## src/rtl/ucf_pkg.sv

```systemverilog
// Constants and types shared by the undercurrent fault response controller.
package ucf_pkg;

	// ****************************************
	// Command codes of the configuration registers
	// ****************************************
	localparam logic [7:0] UCF_CMD_UC_LIMIT = 8'h4B;
	localparam logic [7:0] UCF_CMD_UC_RESP  = 8'h4C;
	localparam logic [7:0] UCF_CMD_OT_LIMIT = 8'h4F;

	// ****************************************
	// Field layout of the response byte and of the current mantissa
	// ****************************************
	localparam int UCF_MODE_MSB  = 7;
	localparam int UCF_MODE_LSB  = 6;
	localparam int UCF_RETRY_MSB = 5;
	localparam int UCF_RETRY_LSB = 3;
	localparam int UCF_DELAY_MSB = 2;
	localparam int UCF_DELAY_LSB = 0;
	localparam int UCF_MANT_MSB  = 10;

	localparam logic [1:0] UCF_MODE_IGNORE     = 2'h0;
	localparam logic [1:0] UCF_MODE_CONTINUE   = 2'h1;
	localparam logic [1:0] UCF_MODE_DIS_RETRY  = 2'h2;
	localparam logic [1:0] UCF_MODE_DIS_UNTIL  = 2'h3;
	localparam logic [2:0] UCF_RETRY_NONE      = 3'h0;
	localparam logic [2:0] UCF_RETRY_ENDLESS   = 3'h7;

	// ****************************************
	// Reset values
	// ****************************************
	localparam logic [7:0]  UCF_RESP_RST     = 8'h00;
	localparam logic [15:0] UCF_UC_LIMIT_RST = 16'h0000;
	localparam logic [15:0] UCF_OT_LIMIT_RST = 16'h0000;

	// ****************************************
	// Timing
	// ****************************************
	localparam int UCF_CLK_PERIOD_NS     = 8;
	localparam int UCF_CONT_UNIT_NS      = 10_000_000;
	localparam int UCF_RESTART_UNIT_NS   = 8_200_000;
	localparam int UCF_CONT_UNIT_CYC     = UCF_CONT_UNIT_NS / UCF_CLK_PERIOD_NS;
	localparam int UCF_RESTART_UNIT_CYC  = UCF_RESTART_UNIT_NS / UCF_CLK_PERIOD_NS;
	localparam int UCF_TICK_W            = 21;

	typedef enum logic [2:0] {
		UCF_RUN,
		UCF_CONT,
		UCF_OFF,
		UCF_TRY,
		UCF_LATCH,
		UCF_HOLD
	} ucf_state_e;

endpackage

```

## src/rtl/ucf_fault_response.sv

```systemverilog
// Undercurrent fault response controller with its configuration registers.
`timescale 1ns/1ps
`default_nettype none

module ucf_fault_response
	import ucf_pkg::*;
#(
	parameter int unsigned CONT_UNIT_CYCLES    = UCF_CONT_UNIT_CYC,
	parameter int unsigned RESTART_UNIT_CYCLES = UCF_RESTART_UNIT_CYC
)
(
	// Clock, reset and enable
	input  wire logic        clock_i,
	input  wire logic        rst_n_i,
	input  wire logic        ce_i,
	// Command access
	input  wire logic [7:0]  cmd_i,
	input  wire logic        wr_i,
	input  wire logic [15:0] wdata_i,
	input  wire logic        rd_i,
	output logic             rd_valid_o,
	output logic [15:0]      rd_data_o,
	// Measurement and control
	input  wire logic [15:0] iout_i,
	input  wire logic        clear_fault_i,
	input  wire logic        output_off_i,
	// Results
	output logic             out_permit_o,
	output logic             uc_status_o,
	output logic             alert_line_n_o,
	output logic             alert_line_oe_o
);

	// ****************************************
	// Registers
	// ****************************************
	logic [7:0]  resp_q;
	logic [15:0] uc_limit_q;
	logic [15:0] ot_limit_q;
	logic        uc_fault_q;
	logic        uc_fault_prev_q;
	logic        fault_rise;
	ucf_state_e  state_q;
	ucf_state_e  state_d;
	logic        timer_start;
	logic        attempt_clr;
	logic        attempt_inc;
	logic [2:0]  attempt_q;
	logic [UCF_TICK_W-1:0] tick_q;
	logic [UCF_TICK_W-1:0] tick_last;
	logic [2:0]  unit_q;
	logic        timer_done;
	logic [1:0]  mode;
	logic [2:0]  retry;
	logic [2:0]  delay;

	assign mode  = resp_q[UCF_MODE_MSB:UCF_MODE_LSB];
	assign retry = resp_q[UCF_RETRY_MSB:UCF_RETRY_LSB];
	assign delay = resp_q[UCF_DELAY_MSB:UCF_DELAY_LSB];

	always_ff @(posedge clock_i or negedge rst_n_i)
	begin
		if (!rst_n_i)
		begin
			resp_q     <= UCF_RESP_RST;
			uc_limit_q <= UCF_UC_LIMIT_RST;
			ot_limit_q <= UCF_OT_LIMIT_RST;
		end
		else if (ce_i && wr_i)
		begin
			if (cmd_i == UCF_CMD_UC_RESP)
				resp_q <= wdata_i[7:0];
			if (cmd_i == UCF_CMD_UC_LIMIT)
				uc_limit_q <= wdata_i;
			if (cmd_i == UCF_CMD_OT_LIMIT)
				ot_limit_q <= wdata_i;
		end
	end

	// Unknown command codes read as zero.
	always_ff @(posedge clock_i or negedge rst_n_i)
	begin
		if (!rst_n_i)
		begin
			rd_valid_o <= 1'b0;
			rd_data_o  <= 16'h0000;
		end
		else if (ce_i)
		begin
			rd_valid_o <= rd_i;
			if (rd_i)
			begin
				unique case (cmd_i)
					UCF_CMD_UC_RESP:  rd_data_o <= {8'h00, resp_q};
					UCF_CMD_UC_LIMIT: rd_data_o <= uc_limit_q;
					UCF_CMD_OT_LIMIT: rd_data_o <= ot_limit_q;
					default:          rd_data_o <= 16'h0000;
				endcase
			end
		end
	end

	// ****************************************
	// Fault detection
	// ****************************************
	// Only the mantissas are compared, so the measurement must carry the threshold's exponent.
	always_ff @(posedge clock_i or negedge rst_n_i)
	begin
		if (!rst_n_i)
		begin
			uc_fault_q      <= 1'b0;
			uc_fault_prev_q <= 1'b0;
		end
		else if (ce_i)
		begin
			uc_fault_q      <= $signed(iout_i[UCF_MANT_MSB:0])
				< $signed(uc_limit_q[UCF_MANT_MSB:0]);
			uc_fault_prev_q <= uc_fault_q;
		end
	end

	assign fault_rise = uc_fault_q && !uc_fault_prev_q;

	// A new fault wins over a clear arriving in the same cycle.
	always_ff @(posedge clock_i or negedge rst_n_i)
	begin
		if (!rst_n_i)
			uc_status_o <= 1'b0;
		else if (ce_i)
		begin
			if (fault_rise)
				uc_status_o <= 1'b1;
			else if (clear_fault_i)
				uc_status_o <= 1'b0;
		end
	end

	assign alert_line_n_o  = 1'b0;
	assign alert_line_oe_o = uc_status_o;

	// ****************************************
	// Delay timer
	// ****************************************
	assign tick_last  = (state_q == UCF_CONT)
		? UCF_TICK_W'(CONT_UNIT_CYCLES - 1)
		: UCF_TICK_W'(RESTART_UNIT_CYCLES - 1);
	// The last tick of the final unit already counts as done, so N units last exactly N units.
	assign timer_done = (unit_q == delay)
		|| ((tick_q == tick_last) && (({1'b0, unit_q} + 4'h1) == {1'b0, delay}));

	always_ff @(posedge clock_i or negedge rst_n_i)
	begin
		if (!rst_n_i)
		begin
			tick_q <= '0;
			unit_q <= 3'h0;
		end
		else if (ce_i)
		begin
			if (timer_start)
			begin
				tick_q <= '0;
				unit_q <= 3'h0;
			end
			else if (!timer_done)
			begin
				if (tick_q == tick_last)
				begin
					tick_q <= '0;
					unit_q <= unit_q + 3'h1;
				end
				else
					tick_q <= tick_q + UCF_TICK_W'(1);
			end
		end
	end

	// ****************************************
	// Response sequencer
	// ****************************************
	always_comb
	begin
		state_d     = state_q;
		timer_start = 1'b0;
		attempt_clr = 1'b0;
		attempt_inc = 1'b0;
		unique case (state_q)
			UCF_RUN:
				if (uc_fault_q)
				begin
					unique case (mode)
						UCF_MODE_IGNORE:   state_d = UCF_RUN;
						UCF_MODE_CONTINUE:
						begin
							state_d     = UCF_CONT;
							timer_start = 1'b1;
						end
						UCF_MODE_DIS_RETRY:
						begin
							state_d     = (retry == UCF_RETRY_NONE) ? UCF_LATCH : UCF_OFF;
							timer_start = 1'b1;
							attempt_clr = 1'b1;
						end
						UCF_MODE_DIS_UNTIL: state_d = UCF_HOLD;
					endcase
				end
			UCF_CONT:
				if (timer_done)
				begin
					if (!uc_fault_q)
						state_d = UCF_RUN;
					else
					begin
						state_d     = (retry == UCF_RETRY_NONE) ? UCF_LATCH : UCF_OFF;
						timer_start = 1'b1;
						attempt_clr = 1'b1;
					end
				end
			UCF_OFF:
				if (timer_done)
				begin
					if (retry == UCF_RETRY_ENDLESS || attempt_q < retry)
					begin
						state_d     = UCF_TRY;
						timer_start = 1'b1;
						attempt_inc = 1'b1;
					end
					else
						state_d = UCF_LATCH;
				end
			UCF_TRY:
				if (uc_fault_q)
					state_d = UCF_OFF;
				else if (timer_done)
					state_d = UCF_RUN;
			UCF_LATCH:
				if (clear_fault_i)
					state_d = UCF_RUN;
			UCF_HOLD:
				if (!uc_fault_q)
					state_d = UCF_RUN;
		endcase
		// Commanding the output off ends any retry sequence, even an endless one.
		if (output_off_i)
		begin
			state_d     = UCF_RUN;
			timer_start = 1'b0;
			attempt_inc = 1'b0;
		end
	end

	always_ff @(posedge clock_i or negedge rst_n_i)
	begin
		if (!rst_n_i)
		begin
			state_q      <= UCF_RUN;
			out_permit_o <= 1'b1;
		end
		else if (ce_i)
		begin
			state_q      <= state_d;
			out_permit_o <= (state_d == UCF_RUN) || (state_d == UCF_CONT)
				|| (state_d == UCF_TRY);
		end
	end

	always_ff @(posedge clock_i or negedge rst_n_i)
	begin
		if (!rst_n_i)
			attempt_q <= 3'h0;
		else if (ce_i)
		begin
			if (attempt_clr)
				attempt_q <= 3'h0;
			else if (attempt_inc && retry != UCF_RETRY_ENDLESS)
				attempt_q <= attempt_q + 3'h1;
		end
	end
endmodule

`default_nettype wire

```

## config.mk

```make
export PLATFORM = sky130hd
export DESIGN_NAME = ucf_fault_response
export DESIGN_NICKNAME = d
export VERILOG_FILES = /design/src/rtl/ucf_pkg.sv /design/src/rtl/ucf_fault_response.sv
export SDC_FILE = /design/constraint.sdc
export NUM_CORES = 1
export LEC_CHECK = 0
export BUFFER_PORTS_ARGS = -buffer_cell sky130_fd_sc_hd__buf_4
export CAP_MARGIN = 20
export CORE_ASPECT_RATIO = 1.1
export CORE_UTILIZATION = 45
export CTS_BUF_LIST = sky130_fd_sc_hd__clkbuf_16
export CTS_CLUSTER_SIZE = 40
export DETAILED_ROUTE_END_ITERATION = 6
export PLACE_DENSITY = 0.61
export SETUP_SLACK_MARGIN = 0.5
export SYNTH_ARGS = -nofsm -noshare
export SYNTH_HDL_FRONTEND = slang
export SYNTH_SLANG_ARGS = --single-unit
```

## constraint.sdc

```tcl
create_clock -name clock_i -period 3.6 [get_ports clock_i]
set_input_delay 0.18 -clock clock_i [delete_from_list [all_inputs] [get_ports clock_i]]
set_output_delay 0.18 -clock clock_i [all_outputs]
set_load 0.05 [all_outputs]
```

==> key figures <==
Global routing
  – Initial antenna violation count: 0
  – First-pass GRT wire length: 19.1 mm
  – Vias in the first global route: 3894
  – Overall Global Routing Usage: 21.3%
  – Grt total ovfl: 0
  – Largest net degree at the start of global routing: 69

Timing
  – TNS Setup: 0 ns
  – Final worst path period need: 2.84 ns
  – Final setup fails: 0
  – Fin. Hold Viols: 0
  – Fin crit share: 78.9%
  – Worst-Margin Slew: 1.02 ns
  – RSZ-0062 raised after global routing: false
  – Setup Skew: 0.00809 ns
  – Max frequency: 352 MHz
  – Setup ws final: 0.758 ns
  – Slew headroom: 31.9%
  – Fin. max-slew vios: 0

Setup path
  – Worst flop-to-flop path endpoint: tick_q[7]
  – Slowest stage delay, CP: 0.46 ns
  – CP required: 3.83 ns
  – Worst EP arrival: 3.07 ns
  – Critical Path Fanout Max: 13
  – Worst Setup SP: tick_q[0]
  – Reg-to-reg startpoint: tick_q[0]
  – R2R setup slack: 0.76 ns
  – CP Launch Type: register
  – CP Capture Type: register
  – WS Path Type: reg -> reg
  – Slowest CP cell: or3_1
  – Reg2reg path depth: 9
  – Crit-path cells: ha_1, nand4_1, or3_1, nor4_1, a21boi_1, buf_4, a21oi_2, o21a_1, o21ba_1

Outcome
  – Status: completed

Flow run
  – # Max-Cap Violations: 0

Synthesis
  – Main synth FF type: dfrtp_1
  – Mean Syn Cell Area: 9.66 sq um
  – Count leader, synth: dfrtp_1
  – Ranking of synthesized cells by instance count: dfrtp_1, nand2_1, o21ai_0, nor2_1
  – Post-synth top area cell: dfrtp_1
  – Leading post-synthesis cells by cell area: dfrtp_1, mux2_2, ha_1
  – Post-synth EDFFs: 0
  – Unique masters post-synth: 69
  – Synthesized instance count: 520
  – Seq cells post-synth: 91
  – Yosys top cell area share: 44.8%
  – Yosys warns: 0
  – Syn nets: 586
  – Mapped Area: 5020 sq um
  – Post-synthesis sequential area ratio: 45.3%
  – Post-synth ARST share: 100%

Route
  – Post-Route WL: 11.4 mm
  – First DRT Iteration DRCs: 175
  – Vias per cell: 5.47
  – Drt wl/cell: 15.7 um
  – Vias: 3984
  – Drt drc: 0
  – DRT Pass-1 Iters: 4
  – Final ANT Viol Nets: 0

Hold path
  – Min-Delay Endpoint: uc_limit_q[3]
  – Hold/Removal Path Class: in -> reg
  – Hold Path Stages: 3
  – HP Start: wdata_i[3]

Clocking
  – Cts bufs inserted: 9
  – Clock tree from TritonCTS: built
  – Clock-pin slew on the worst setup and hold paths: 0.07 ns
  – H-tree lvl count: 3
  – Cts hold-fix bufs: 1
  – CTS resizes: 0
  – CTS Buffer Depth: 2
  – Root buffer cell: clkbuf_16
  – Clk sinks: 91
  – Postcts setup bufs: 0
  – Clk_lat worst skew: 0.34 ns

Place
  – DP HPWL: 8.10 mm
  – IO buf count: 61
  – Dpl ws: 0.537 ns
  – GP Congestion: 0.859

Die
  – I/O pin cnt: 68
  – CORE AREA: 10900 sq um
  – Starting density of the core: 46.1%
  – Die Y-Extent: 113 um
  – Die width: 103 um
  – Rows: 40
  – Die Area: 11600 sq um

Finish
  – Share of cells above drive strength 1: 21.0%
  – Nets: 643
  – Antenna cell count: 0
  – P&R area growth vs syn: 18.7%

Power
  – Pwr dens: 497 nW/um^2
  – Total power: 2.96 mW
  – Leakage power: 2.81 nW
  – Worst vdd ir: 300 uV
[stage by stage]
stage / hold slack [ns] / instances / area, sq um / utilization (%)
floorplan: -0.116 / 520 / 5020 / -
global placement: 0.346 / 711 / 5610 / 51.4
detailed placement: 0.359 / 711 / 5610 / 51.4
CTS: 0.0454 / 727 / 5950 / 54.6
global route: 0.0595 / 728 / 5960 / 54.6
finish: 0.0566 / 728 / 5960 / 54.6
[cells by family after synthesis]
kind of cell    after synthesis  synth area share [%]
other cells                   1                0.0746
mux                          37                  8.02
compound gates              138                  18.6
simple gates                174                  17.5
buf+inv                      51                  4.21
flops                        91                  45.3
xor+xnor                      9                  1.57
fa+ha+maj                    19                  4.73
[worst max-delay path by stage]
stage            endpoint  slack (ns)  depth (start not counted)
2_1_floorplan  tick_q[11]        1.30                          9
3_3_place_gp    tick_q[9]        0.60                          9
3_5_place_dp    tick_q[9]        0.54                          9
4_1_cts         tick_q[9]        0.51                          9
5_1_grt         tick_q[7]        0.55                          9
6_report        tick_q[7]        0.76                          9
[registers in the layout (all words and copies together) (netlist names)]
name / cells
uc_limit_q: 16
rd_data_o: 16
ot_limit_q: 16
uc_fault_prev_q: 1
state_q: 3
tick_q: 21
out_permit_o: 1
resp_q: 8
alert_line_oe_o: 1
uc_fault_q: 1
attempt_q: 3
unit_q: 3
rd_valid_o: 1
[layout make-up]
cell class                      instances  area, sq um
Clock buffer                            9          225
Clock inverter                          6          106
Fill cell                            1018         4950
Inverter                               26         97.6
Multi-Input combinational cell        378         2530
Sequential cell                        91         2280
Tap cell                              147          184
Timing Repair Buffer                   71          536
[critical path, delay by kind of cell, from the launching register on]
family                   cells  cell delay, ns
buffers and inverters        1            0.21
flip-flops                   1            0.38
AND/OR/NAND/NOR              3            0.91
AO/OA/AOI/OAI                4            0.99
adder cells (fa/ha/maj)      1            0.24
[per-layer routing]
metal | GRT usage (%) | share of wire [%]
met1 | 29.2 | 48
met2 | 34.1 | 47
met3 | 3.95 | 4.4
met4 | 6.48 | 1.2
met5 | 0 | 0
[power by group]
part / switching [mW] / internal, mW / total (mW)
Clock: 0.393 / 0.671 / 1.06
Sequential: 0.0800 / 1.12 / 1.20
Combinational: 0.424 / 0.278 / 0.702
Total: 0.897 / 2.07 / 2.96
[cells in the final DEF, fill, tap and decap left out, types with 2 or more instances in the layout]
cell type   n
and3_1      6
a21oi_1    14
a32o_1      2
nor3b_1     4
ha_1       19
or4_1       2
a22oi_1     7
buf_4      70
o211ai_1    2
dfrtp_1    90
o21ai_1    10
nand2_1    63
nand4_1     5
nand3_1    15
nand2b_1    6
o21ba_1     3
o31ai_1    13
xnor2_1     5
nor4b_1     2
o22ai_1     2
inv_1      27
and2_1      3
nor2b_1     8
o21a_1      5
o41ai_2     2
nor4_1      5
o21ai_0    47
a221oi_1    2
mux2_2     26
a21o_1      7
nor3_1      6
or3_1      10
o211ai_2    2
mux2i_1    11
xor2_1      4
nor2_1     29
bufinv_16   3
a31oi_1     3
clkbuf_16   9
(Power assumes the default switching activity.)
